## src/hw/asg_pkg.sv

```systemverilog
package asg_pkg;

	localparam int unsigned CLK_FREQ_HZ = 200_000_000;

	// Register page offsets and field layout
	localparam logic [7:0] ADDR_LOOP_FIRST  = 8'h1b;
	localparam logic [7:0] ADDR_LOOP_SECOND = 8'h1c;
	localparam int unsigned J_LSB     = 0;
	localparam int unsigned J_W       = 7;
	localparam int unsigned P_LSB     = 8;
	localparam int unsigned P_W       = 3;
	localparam int unsigned STAT_BIT  = 15;
	localparam int unsigned D_LSB     = 0;
	localparam int unsigned D_W       = 14;

	// Reset values of the loop factors
	localparam logic [J_W-1:0] J_RESET = 7'h08;
	localparam logic [P_W-1:0] P_RESET = 3'h1;
	localparam logic [D_W-1:0] D_RESET = 14'h0780;

	// Factor limits
	localparam logic [J_W-1:0] J_MIN = 7'h01;
	localparam logic [J_W-1:0] J_MAX = 7'h40;
	localparam logic [D_W-1:0] D_MAX = 14'h270f;
	localparam logic [4:0]     Q_MIN = 5'h02;
	localparam logic [4:0]     Q_MAX = 5'h11;

	// Rate arithmetic constants
	localparam int unsigned BYPASS_SCALE = 128;
	localparam int unsigned LOOP_SCALE   = 2048;
	localparam int unsigned FRAC_SCALE   = 10000;
	localparam int unsigned ACC_W        = 29;
	localparam int unsigned BYP_W        = 12;

	typedef struct packed {
		logic [J_W-1:0] j;
		logic [P_W-1:0] p;
		logic [D_W-1:0] d;
	} asg_loop_factors_t;

	// Divisor select codes 0..7 map to 1, 1.5, 2, 3, 4, 5, 5.5, 6
	typedef logic [2:0] asg_div_sel_t;

	function automatic logic [4:0] asg_half_units(input asg_div_sel_t sel);
		logic [4:0] r;
		r = 5'h02;
		case (sel)
			3'h0: r = 5'h02;
			3'h1: r = 5'h03;
			3'h2: r = 5'h04;
			3'h3: r = 5'h06;
			3'h4: r = 5'h08;
			3'h5: r = 5'h0a;
			3'h6: r = 5'h0b;
			3'h7: r = 5'h0c;
			default: r = 5'h02;
		endcase
		return r;
	endfunction

endpackage

```

## src/hw/asg_rate_div.sv

```systemverilog
`timescale 1ns/1ps
module asg_rate_div
	import asg_pkg::*;
(
	input  wire logic       i_clk,
	input  wire logic       i_rst_n,
	input  wire logic       i_ref_stb,
	input  wire logic [4:0] i_half_units,
	output logic            o_wclk,
	output logic            o_stb
);
	// Accumulator in quarter-sample units: each reference strobe adds four,
	// each word clock half period costs half_units; remainder carries over
	logic [5:0] acc_ff;
	logic [5:0] nxt_acc;
	logic       wclk_ff;
	logic       stb_ff;
	logic       toggle;

	always_comb
	begin
		toggle  = (acc_ff >= {1'b0, i_half_units});
		nxt_acc = acc_ff;
		if (toggle)
			nxt_acc = acc_ff - {1'b0, i_half_units};
		if (i_ref_stb)
			nxt_acc = nxt_acc + 6'h04;
	end

	always_ff @(posedge i_clk or negedge i_rst_n)
	begin
		if (!i_rst_n)
			acc_ff <= 6'h00;
		else
			acc_ff <= nxt_acc;
	end

	always_ff @(posedge i_clk or negedge i_rst_n)
	begin
		if (!i_rst_n)
		begin
			wclk_ff <= 1'b0;
			stb_ff  <= 1'b0;
		end
		else
		begin
			if (toggle)
				wclk_ff <= ~wclk_ff;
			stb_ff <= toggle & ~wclk_ff;
		end
	end

	assign o_wclk = wclk_ff;
	assign o_stb  = stb_ff;
endmodule

```

## src/hw/asg_clock_gen.sv

```systemverilog
// Functional notes
// - Master clock of 2 to 100 MHz drives all converter clock derivation; CLK_FREQ_HZ here is 200 MHz.
// - Playback and record rates are reference over their own divisor choices.
// - A control input selects bypass divider or fractional multiplier loop.
// - Loop off: reference is master clock over 128 times Q, Q 2..17.
// - Loop on: reference is master times ratio over 2048 times P (1..8).
// - Fraction held as four decimal digits 0..9999; one half is 5000.
// - Loop factors live in registers at offsets 1B and 1C.
// - One bit tells which reference family, 44.1 or 48 kHz, is used.
// - Equal rates share one word clock; else record uses its own pin.
`timescale 1ns/1ps
module asg_clock_gen
	import asg_pkg::*;
(
	input  wire logic                i_clk,
	input  wire logic                i_reset_n,
	input  wire logic                i_loop_enable,
	input  wire logic [4:0]          i_bypass_q,
	input  wire asg_pkg::asg_div_sel_t i_playback_rate_divisor,
	input  wire asg_pkg::asg_div_sel_t i_record_rate_divisor,
	input  wire logic                i_family_48k,
	input  wire logic                i_reg_wr,
	input  wire logic                i_reg_rd,
	input  wire logic [7:0]          i_reg_addr,
	input  wire logic [15:0]         i_reg_wdata,
	output logic [15:0]              o_reg_rdata,
	output logic                     o_reg_rvalid,
	output logic                     o_fsref_stb,
	output logic                     o_play_stb,
	output logic                     o_rec_stb,
	output logic                     o_word_clk,
	output logic                     o_record_word_clock_pin,
	output logic                     o_family_48k
);
	import asg_pkg::*;

	logic                  rst_meta_ff;
	logic                  rst_sync_ff;
	asg_loop_factors_t     fac_ff;
	logic [15:0]           rdata_ff;
	logic                  rvalid_ff;
	logic [ACC_W-1:0]      nco_ff;
	logic [ACC_W-1:0]      nxt_nco;
	logic [BYP_W-1:0]      byp_cnt_ff;
	logic [BYP_W-1:0]      byp_limit;
	logic [ACC_W-1:0]      nco_inc;
	logic [ACC_W-1:0]      nco_thr;
	logic [3:0]            p_val;
	logic [4:0]            q_val;
	logic                  ref_stb;
	logic                  ref_stb_ff;
	logic                  play_wclk;
	logic                  rec_wclk;
	logic                  play_stb;
	logic                  rec_stb;
	logic                  play_stb_ff;
	logic                  rec_stb_ff;
	logic                  wclk_ff;
	logic                  rec_pin_ff;
	logic                  family_ff;
	logic [J_W-1:0]        wr_j;
	logic [D_W-1:0]        wr_d;

	always_ff @(posedge i_clk or negedge i_reset_n)
	begin
		if (!i_reset_n)
		begin
			rst_meta_ff <= 1'b0;
			rst_sync_ff <= 1'b0;
		end
		else
		begin
			rst_meta_ff <= 1'b1;
			rst_sync_ff <= rst_meta_ff;
		end
	end

	// Out-of-range factors are clamped on write
	always_comb
	begin
		wr_j = i_reg_wdata[J_LSB +: J_W];
		if (wr_j < J_MIN)
			wr_j = J_MIN;
		else if (wr_j > J_MAX)
			wr_j = J_MAX;
		wr_d = i_reg_wdata[D_LSB +: D_W];
		if (wr_d > D_MAX)
			wr_d = D_MAX;
	end

	always_ff @(posedge i_clk or negedge rst_sync_ff)
	begin
		if (!rst_sync_ff)
		begin
			fac_ff.j <= J_RESET;
			fac_ff.p <= P_RESET;
			fac_ff.d <= D_RESET;
		end
		else if (i_reg_wr)
		begin
			if (i_reg_addr == ADDR_LOOP_FIRST)
			begin
				fac_ff.j <= wr_j;
				fac_ff.p <= i_reg_wdata[P_LSB +: P_W];
			end
			else if (i_reg_addr == ADDR_LOOP_SECOND)
				fac_ff.d <= wr_d;
		end
	end

	// Readback; bit 15 of the first register shows whether the loop is in use
	always_ff @(posedge i_clk or negedge rst_sync_ff)
	begin
		if (!rst_sync_ff)
		begin
			rdata_ff  <= 16'h0000;
			rvalid_ff <= 1'b0;
		end
		else
		begin
			rvalid_ff <= i_reg_rd;
			if (i_reg_rd)
			begin
				rdata_ff <= 16'h0000;
				if (i_reg_addr == ADDR_LOOP_FIRST)
				begin
					rdata_ff[J_LSB +: J_W] <= fac_ff.j;
					rdata_ff[P_LSB +: P_W] <= fac_ff.p;
					rdata_ff[STAT_BIT]     <= i_loop_enable;
				end
				else if (i_reg_addr == ADDR_LOOP_SECOND)
					rdata_ff[D_LSB +: D_W] <= fac_ff.d;
			end
		end
	end

	// P field value 0 encodes 8; Q is clamped into 2..17
	always_comb
	begin
		p_val = (fac_ff.p == 3'h0) ? 4'h8 : {1'b0, fac_ff.p};
		q_val = i_bypass_q;
		if (q_val < Q_MIN)
			q_val = Q_MIN;
		else if (q_val > Q_MAX)
			q_val = Q_MAX;
		byp_limit = BYP_W'(BYPASS_SCALE) * {{(BYP_W-5){1'b0}}, q_val};
		nco_inc   = ACC_W'(fac_ff.j) * ACC_W'(FRAC_SCALE) + ACC_W'(fac_ff.d);
		nco_thr   = ACC_W'(LOOP_SCALE) * ACC_W'(FRAC_SCALE) * ACC_W'(p_val);
	end

	// Loop mode: every master cycle adds K*10000; each wrap is one reference sample
	always_comb
	begin
		nxt_nco = nco_ff + nco_inc;
		ref_stb = 1'b0;
		if (i_loop_enable)
		begin
			if (nxt_nco >= nco_thr)
			begin
				nxt_nco = nxt_nco - nco_thr;
				ref_stb = 1'b1;
			end
		end
		else
		begin
			nxt_nco = '0;
			ref_stb = (byp_cnt_ff >= byp_limit - 12'h001);
		end
	end

	always_ff @(posedge i_clk or negedge rst_sync_ff)
	begin
		if (!rst_sync_ff)
			nco_ff <= '0;
		else
			nco_ff <= nxt_nco;
	end

	always_ff @(posedge i_clk or negedge rst_sync_ff)
	begin
		if (!rst_sync_ff)
			byp_cnt_ff <= '0;
		else if (i_loop_enable || ref_stb)
			byp_cnt_ff <= '0;
		else
			byp_cnt_ff <= byp_cnt_ff + 12'h001;
	end

	asg_rate_div u_play_div (
		.i_clk        (i_clk),
		.i_rst_n      (rst_sync_ff),
		.i_ref_stb    (ref_stb),
		.i_half_units (asg_half_units(i_playback_rate_divisor)),
		.o_wclk       (play_wclk),
		.o_stb        (play_stb)
	);

	asg_rate_div u_rec_div (
		.i_clk        (i_clk),
		.i_rst_n      (rst_sync_ff),
		.i_ref_stb    (ref_stb),
		.i_half_units (asg_half_units(i_record_rate_divisor)),
		.o_wclk       (rec_wclk),
		.o_stb        (rec_stb)
	);

	// Record pin carries its own word clock only when the two rates differ
	always_ff @(posedge i_clk or negedge rst_sync_ff)
	begin
		if (!rst_sync_ff)
		begin
			ref_stb_ff  <= 1'b0;
			play_stb_ff <= 1'b0;
			rec_stb_ff  <= 1'b0;
			wclk_ff     <= 1'b0;
			rec_pin_ff  <= 1'b0;
			family_ff   <= 1'b0;
		end
		else
		begin
			ref_stb_ff  <= ref_stb;
			play_stb_ff <= play_stb;
			rec_stb_ff  <= rec_stb;
			wclk_ff     <= play_wclk;
			rec_pin_ff  <= (i_playback_rate_divisor != i_record_rate_divisor) & rec_wclk;
			family_ff   <= i_family_48k;
		end
	end

	assign o_reg_rdata             = rdata_ff;
	assign o_reg_rvalid            = rvalid_ff;
	assign o_fsref_stb             = ref_stb_ff;
	assign o_play_stb              = play_stb_ff;
	assign o_rec_stb               = rec_stb_ff;
	assign o_word_clk              = wclk_ff;
	assign o_record_word_clock_pin = rec_pin_ff;
	assign o_family_48k            = family_ff;
endmodule

```

## config.mk

```make
export PLATFORM = sky130hd
export DESIGN_NAME = asg_clock_gen
export DESIGN_NICKNAME = d
export VERILOG_FILES = /design/src/hw/asg_pkg.sv /design/src/hw/asg_rate_div.sv /design/src/hw/asg_clock_gen.sv
export SDC_FILE = /design/constraint.sdc
export NUM_CORES = 1
export LEC_CHECK = 0
export BUFFER_PORTS_ARGS = -buffer_cell sky130_fd_sc_hd__buf_4
export CORE_ASPECT_RATIO = 1.25
export CORE_MARGIN = 1
export CORE_UTILIZATION = 62
export CTS_BUF_LIST = sky130_fd_sc_hd__clkbuf_16
export DETAILED_ROUTE_END_ITERATION = 7
export PLACE_DENSITY = 0.82
export SETUP_SLACK_MARGIN = 0.4
export SLEW_MARGIN = 0
export SYNTH_ARGS = -nofsm -noshare
export SYNTH_HDL_FRONTEND = slang
export SYNTH_SLANG_ARGS = --single-unit
```

## constraint.sdc

```tcl
create_clock -name i_clk -period 6 [get_ports i_clk]
set_clock_uncertainty 0.1 [all_clocks]
set_input_delay 1.8 -clock i_clk [delete_from_list [all_inputs] [get_ports i_clk]]
set_output_delay 1.8 -clock i_clk [all_outputs]
set_load 0.005 [all_outputs]
```

==> results of run 1 <==
==> cell families after synthesis <==
logic type | Yosys count | share of synthesized area
XOR/XNOR | 60 | 0.0603
AO/OA/AOI/OAI | 242 | 0.189
flip-flops | 105 | 0.302
buffers and inverters | 110 | 0.0495
multiplexers | 16 | 0.0212
AND/OR/NAND/NOR | 278 | 0.154
adder cells (fa/ha/maj) | 141 | 0.222
other | 2 | 0.000862
==> per-layer routing <==
metal,GRT usage,vias to the layer above
li1,-,3813
met1,0.412,4065
met2,0.604,441
met3,0.0492,140
met4,0.142,0
met5,0,-
==> final cells by class <==
cell class	count	area share
sequential	105	0.236
tap	175	0.0196
clock inverter	7	0.00649
multi-input combinational	740	0.540
timing repair buffer	219	0.150
clock buffer	9	0.0201
inverter	80	0.0268
==> Yosys cell counts (all sizes together), types with 5 or more instances <==
library cell / number / area, um2
dfstp: 6 / 158
ha: 118 / 1480
o31ai: 9 / 67.6
mux2: 14 / 165
a22oi: 10 / 75.1
dfrtp: 99 / 2480
buf: 10 / 56.3
nor2b: 13 / 81.3
or4: 5 / 37.5
a2111oi: 5 / 56.3
or3: 7 / 43.8
nor2: 85 / 322
a21o: 18 / 135
inv: 80 / 300
a21oi: 61 / 305
xor2: 23 / 201
o211ai: 6 / 45.0
nor3: 21 / 105
fa: 23 / 460
and2: 8 / 50.1
nand2: 64 / 240
nand3: 31 / 155
o21ai: 53 / 265
xnor2: 37 / 324
a31oi: 6 / 52.6
a211oi: 8 / 60.1
nand4: 6 / 37.5
nor4: 6 / 43.8
nand2b: 10 / 62.6
o21a: 9 / 67.6
and3: 7 / 43.8
a22o: 5 / 43.8
clkbuf: 20 / 75.1
==> registers in the layout, indices dropped and copies added (netlist names), 6 cells and up <==
name / count
o_reg_rdata: 15
byp_cnt_ff: 12
u_rec_div.acc_ff: 6
fac_ff: 24
u_play_div.acc_ff: 6
nco_ff: 29
==> timing repair <==
| action | in CTS | in global routing |
|---|---|---|
| setup endpoints to repair | 23 | 23 |
| buffers inserted | 16 | 8 |
| gates resized for setup | 24 | 39 |
| gates cloned | 0 | 0 |
| pin swaps | 24 | 27 |
==> stage by stage <==
step	area, um2	TNS (ps)	hold slack [ps]	cells
after floorplan	8850	-31800	231	955
after global placement	10400	-36630	234	1295
after detailed placement	10400	-41950	236	1295
after CTS	10900	-41650	252	1327
after global routing	11200	-52690	273	1335
final	11200	-48260	256	1335
==> final timing paths <==
kind / start / to / slack [ps] / cells past startpoint
max: fac_ff[20] / u_rec_div.acc_ff[2] / -2260 / 33
min: rst_meta_ff / rst_sync_ff / 260 / 0
max reg2reg: fac_ff[20] / u_rec_div.acc_ff[2] / -2260 / 33
min reg2reg: rst_meta_ff / rst_sync_ff / 260 / 0
max in group asynchronous: rst_sync_ff / fac_ff[21] / 4310 / 1
min in group asynchronous: rst_sync_ff / nco_ff[23] / 300 / 0
==> critical path: cells and delay by family, from the launching register on <==
family / cells / cell delay (ps)
compound gates: 10 / 2230
xor+xnor: 2 / 290
fa+ha+maj: 7 / 2350
buf+inv: 8 / 1040
flops: 1 / 560
simple gates: 6 / 1570
==> power by group through the flow <==
stage               combinational, mW  sequential [mW]  clock (mW)
floorplan                       0.947            0.904           0
global placement                 1.37            0.908           0
detailed placement               1.43            0.915           0
CTS                              1.47            0.902       0.608
global route                     1.73            0.921       0.636
finish                           1.61            0.906       0.612
==> results.py, run 1 <==
metrics = {
    "cts": {
        "insertion_delay_ps": 370,
        "clk_pin_slew_worst_paths_ps": 80,
        "cts_tree": "yes",
        "cts_sinks": 105,
        "htreeDepth": 3,
        "clock-root-buffer": "clkbuf_16",
        "cts_hold_buf": 0,
        "clockBufferDepth": 2,
        "cts_buffers": 9,
    },
    "worst_setup_path": {
        "cp_slowest_cell": "fa_1",
        "crit_top_cell": "buf_4",
        "path_max_fanout": 7,
        "end_kind": "register",
        "crit_type": "register to register",
        "start_kind": "register",
        "cp.arrival_ps": 8440,
        "required_ps": 6180,
        "cpPeakStageDelay_ps": 640,
    },
    "floorplan": {
        "die_area_um2": 14500,
        "core_region_area_um2": 13800,
        "start_util": 0.634,
        "die_w_um": 108,
        "boundaryPins": 64,
        "chipHeight_um": 135,
        "rows": 48,
    },
    "drt": {
        "wl_met2_um": 13500,
        "routed.top_layer": "met4",
        "drt_wl_total_um": 26400,
        "drt_iter0_markers": 710,
        "met1Wirelength_um": 9910,
        "num_vias": 8459,
        "drc": 0,
        "via_per_inst": 6.34,
        "wire_per_inst_um": 19.8,
        "wl_met3_um": 1680,
        "final_antenna_net_count": 0,
        "first_pass_iters": 5,
    },
    "layout": {
        "area_growth_syn_to_layout_pct": 28.4,
        "layout-drive-gt1-share": 0.279,
        "multi_input_area_um2": 6050,
        "seqCellArea_um2": 2640,
        "fillers": 786,
        "diodes": 0,
        "final_common_cell": "buf_4",
        "nNetsFinal": 1337,
        "fin_util": 0.814,
        "layout_common_cells": "buf_4 (209), ha_1 (109), dfrtp_1 (95)",
    },
    "power_and_ir_drop": {
        "p_switching_mw": 1.26,
        "vdd_drop_max_mv": 0.295,
        "p_leak_nw": 5.57,
        "totalPowerFinal_mw": 3.12,
        "sw_frac_of_total": 0.403,
        "comb_power_share": 0.514,
        "p_int_mw": 1.87,
        "pwr-share-seq": 0.290,
        "clkPwrFrac": 0.196,
        "power_density_nw_per_um2": 279,
    },
    "placement": {
        "io_buffers": 60,
        "place_ws_ps": -1990,
        "place.gp.congestion": 0.934,
        "hpwl_um": 17000,
    },
    "global_routing": {
        "overflow": 0,
        "track_usage": 0.342,
        "grt_pass1_vias": 8083,
        "grt_pass1_wl_um": 38700,
        "grt_max_degree": 53,
        "antenna_found_initial": 0,
    },
    "logic_synthesis": {
        "synthDistinctLibCells": 79,
        "synth_edf_count": 0,
        "synth_ff_type": "dfrtp_1",
        "synthesis.area_um2": 8720,
        "seq_area_frac_synth": 0.302,
        "ys_async_sr_fraction": 1.00,
        "ys_warn_count": 0,
        "syn_inst": 954,
        "synth.avg_cell_area_um2": 9.14,
        "synth-seq-cells": 105,
    },
    "sta": {
        "max_freq_mhz": 121,
        "setup_violations": 23,
        "finalHoldViolCount": 0,
        "worst_pin_slew_ps": 1090,
        "relSlewSlack": 0.274,
        "fin_crit_sh": 1.38,
        "min_period_ps": 8260,
        "slew_viol_final": 0,
        "fin_ws_ps": -2260,
        "rsz0062_at_grt": "true",
    },
    "hold_path": {
        "hold_class": "register to register",
    },
    "run": {
        "maxCapViolCount": 0,
    },
    "run_status": {
        "violations": "negative setup slack",
        "status": "finished with violations",
    },
}
Note: power is estimated with default switching activity, not from simulation.
==> run 2, diff against run 1 <==
CORE_MARGIN = 2   (was 1)
SETUP_SLACK_MARGIN = 0.5   (was 0.4)
==> results.py, run 2 (synthesized netlist as in run 1, its figures left out) <==
metrics = {
    "sta": {
        "fin_ws_ps": -2250,
        "finalHoldViolCount": 0,
        "fin_crit_sh": 1.37,
        "max_freq_mhz": 121,
        "rsz0062_at_grt": "true",
        "relSlewSlack": 0.238,
        "setup_violations": 23,
        "slew_viol_final": 0,
        "worst_pin_slew_ps": 1140,
        "min_period_ps": 8250,
    },
    "worst_setup_path": {
        "required_ps": 6160,
        "crit_type": "register to register",
        "timing.rr.end": "u_play_div.acc_ff[3]",
        "end_kind": "register",
        "start_kind": "register",
        "cp.arrival_ps": 8400,
        "cp_slowest_cell": "fa_1",
        "cpPeakStageDelay_ps": 610,
        "rrSetupSlack_ps": -2250,
        "rr_startpoint": "fac_ff[20]",
        "path_max_fanout": 7,
        "ff2ff_path_depth": 29,
        "crit_start": "fac_ff[20]",
    },
    "drt": {
        "first_pass_iters": 6,
        "via_per_inst": 6.25,
        "drt_iter0_markers": 811,
        "drc": 0,
        "wire_per_inst_um": 19.4,
        "num_vias": 8309,
        "final_antenna_net_count": 0,
        "drt_wl_total_um": 25700,
    },
    "cts": {
        "clk_pin_slew_worst_paths_ps": 80,
        "insertion_delay_ps": 370,
        "clock-root-buffer": "clkbuf_16",
        "cts_sinks": 105,
        "cts_tree": "yes",
        "cts_buffers": 9,
        "clockBufferDepth": 2,
        "cts_hold_buf": 0,
        "htreeDepth": 3,
    },
    "floorplan": {
        "chipHeight_um": 137,
        "start_util": 0.634,
        "boundaryPins": 64,
        "die_area_um2": 15000,
        "rows": 48,
        "core_region_area_um2": 13800,
        "die_w_um": 110,
    },
    "layout": {
        "fin_area_um2": 11200,
        "largest_reg_flops": 29,
        "final_common_cell": "buf_4",
        "layout-drive-gt1-share": 0.274,
        "diodes": 0,
        "fillers": 782,
        "finalNonFillerCells": 1330,
        "seqCellArea_um2": 2640,
        "area_growth_syn_to_layout_pct": 28.3,
        "regMostFlops": "nco_ff",
        "layout_common_cells": "buf_4 (199), ha_1 (109), dfrtp_1 (95)",
        "nNetsFinal": 1332,
        "multi_input_area_um2": 6040,
    },
    "placement": {
        "hpwl_um": 17100,
        "placed_cells": 1292,
        "placed_area_um2": 10400,
        "place.gp.congestion": 0.938,
        "io_buffers": 60,
    },
    "power_and_ir_drop": {
        "p_switching_mw": 1.24,
        "comb_power_share": 0.515,
        "power_density_nw_per_um2": 278,
        "vdd_drop_max_mv": 0.276,
        "clkPwrFrac": 0.194,
        "p_int_mw": 1.87,
        "p_leak_nw": 5.55,
        "sw_frac_of_total": 0.399,
        "totalPowerFinal_mw": 3.11,
        "pwr-share-seq": 0.291,
    },
    "global_routing": {
        "grt_max_degree": 64,
        "overflow": 0,
        "antenna_found_initial": 0,
        "grt_pass1_wl_um": 37700,
        "track_usage": 0.325,
        "grt_pass1_vias": 8025,
    },
    "run": {
        "maxCapViolCount": 0,
    },
    "run_status": {
        "status": "finished with violations",
        "violations": "negative setup slack",
    },
    "hold_path": {
        "hold_class": "register to asynchronous set/reset pin",
    },
}
## run 2: worst max path at each step
stage                                      end  slack, ps  cells past startpoint
final                     u_play_div.acc_ff[3]      -2250                     29
after global placement     u_rec_div.acc_ff[3]      -1770                     28
after detailed placement            nco_ff[17]      -1970                     28
after floorplan           u_play_div.acc_ff[3]      -1600                     28
after global routing                nco_ff[17]      -2490                     30
after CTS                 u_play_div.acc_ff[3]      -1910                     30
## run 2: power by group through the flow
stage | clock network, mW | registers [mW] | logic, mW
after global placement | 0 | 0.907 | 1.38
after global routing | 0.628 | 0.918 | 1.75
after CTS | 0.595 | 0.902 | 1.49
after detailed placement | 0 | 0.916 | 1.44
after floorplan | 0 | 0.904 | 0.947
final | 0.603 | 0.904 | 1.60
## run 2: routing by layer
metal | vias to the layer above | track usage | routed length (um)
li1 | 3804 | - | -
met1 | 4020 | 0.386 | 10000
met2 | 383 | 0.575 | 13000
met3 | 102 | 0.0548 | 1510
met4 | 0 | 0.132 | 1190
met5 | - | 0 | 0
## run 2: per-stage QoR
| stage | util | worst slack [ps] | setup TNS (ps) | hold WS, ps |
|---|---|---|---|---|
| floorplan | - | -1600 | -31800 | 231 |
| global placement | 0.757 | -1770 | -36560 | 233 |
| detailed placement | 0.757 | -1970 | -40540 | 240 |
| CTS | 0.795 | -1910 | -41670 | 254 |
| global route | 0.813 | -2490 | -54700 | 272 |
| finish | 0.813 | -2250 | -49180 | 231 |
## run 2: cell type report
| class | count | area share |
|---|---|---|
| flip-flops and latches | 105 | 0.236 |
| clock buffers | 9 | 0.0201 |
| multi-input cells | 740 | 0.541 |
| repair buffers | 214 | 0.150 |
| well taps | 175 | 0.0196 |
| inverters | 80 | 0.0269 |
| clock inverters | 7 | 0.00593 |
## run 2: timing repair
item,4_1_cts,5_1_grt
setup endpoints to repair,23,23
setup buffers,13,9
gates resized for setup,31,33
pin swaps,29,34
hold endpoints to repair,0,0
## run 2: worst max-delay path, delay by kind of cell (launching register included)
family                   cells  cell delay, ps
AND/OR/NAND/NOR              6            1660
AO/OA/AOI/OAI                9            2070
adder cells (fa/ha/maj)      8            2650
flip-flops                   1             540
XOR/XNOR                     2             370
buffers and inverters        3             400
multiplexers                 1             330
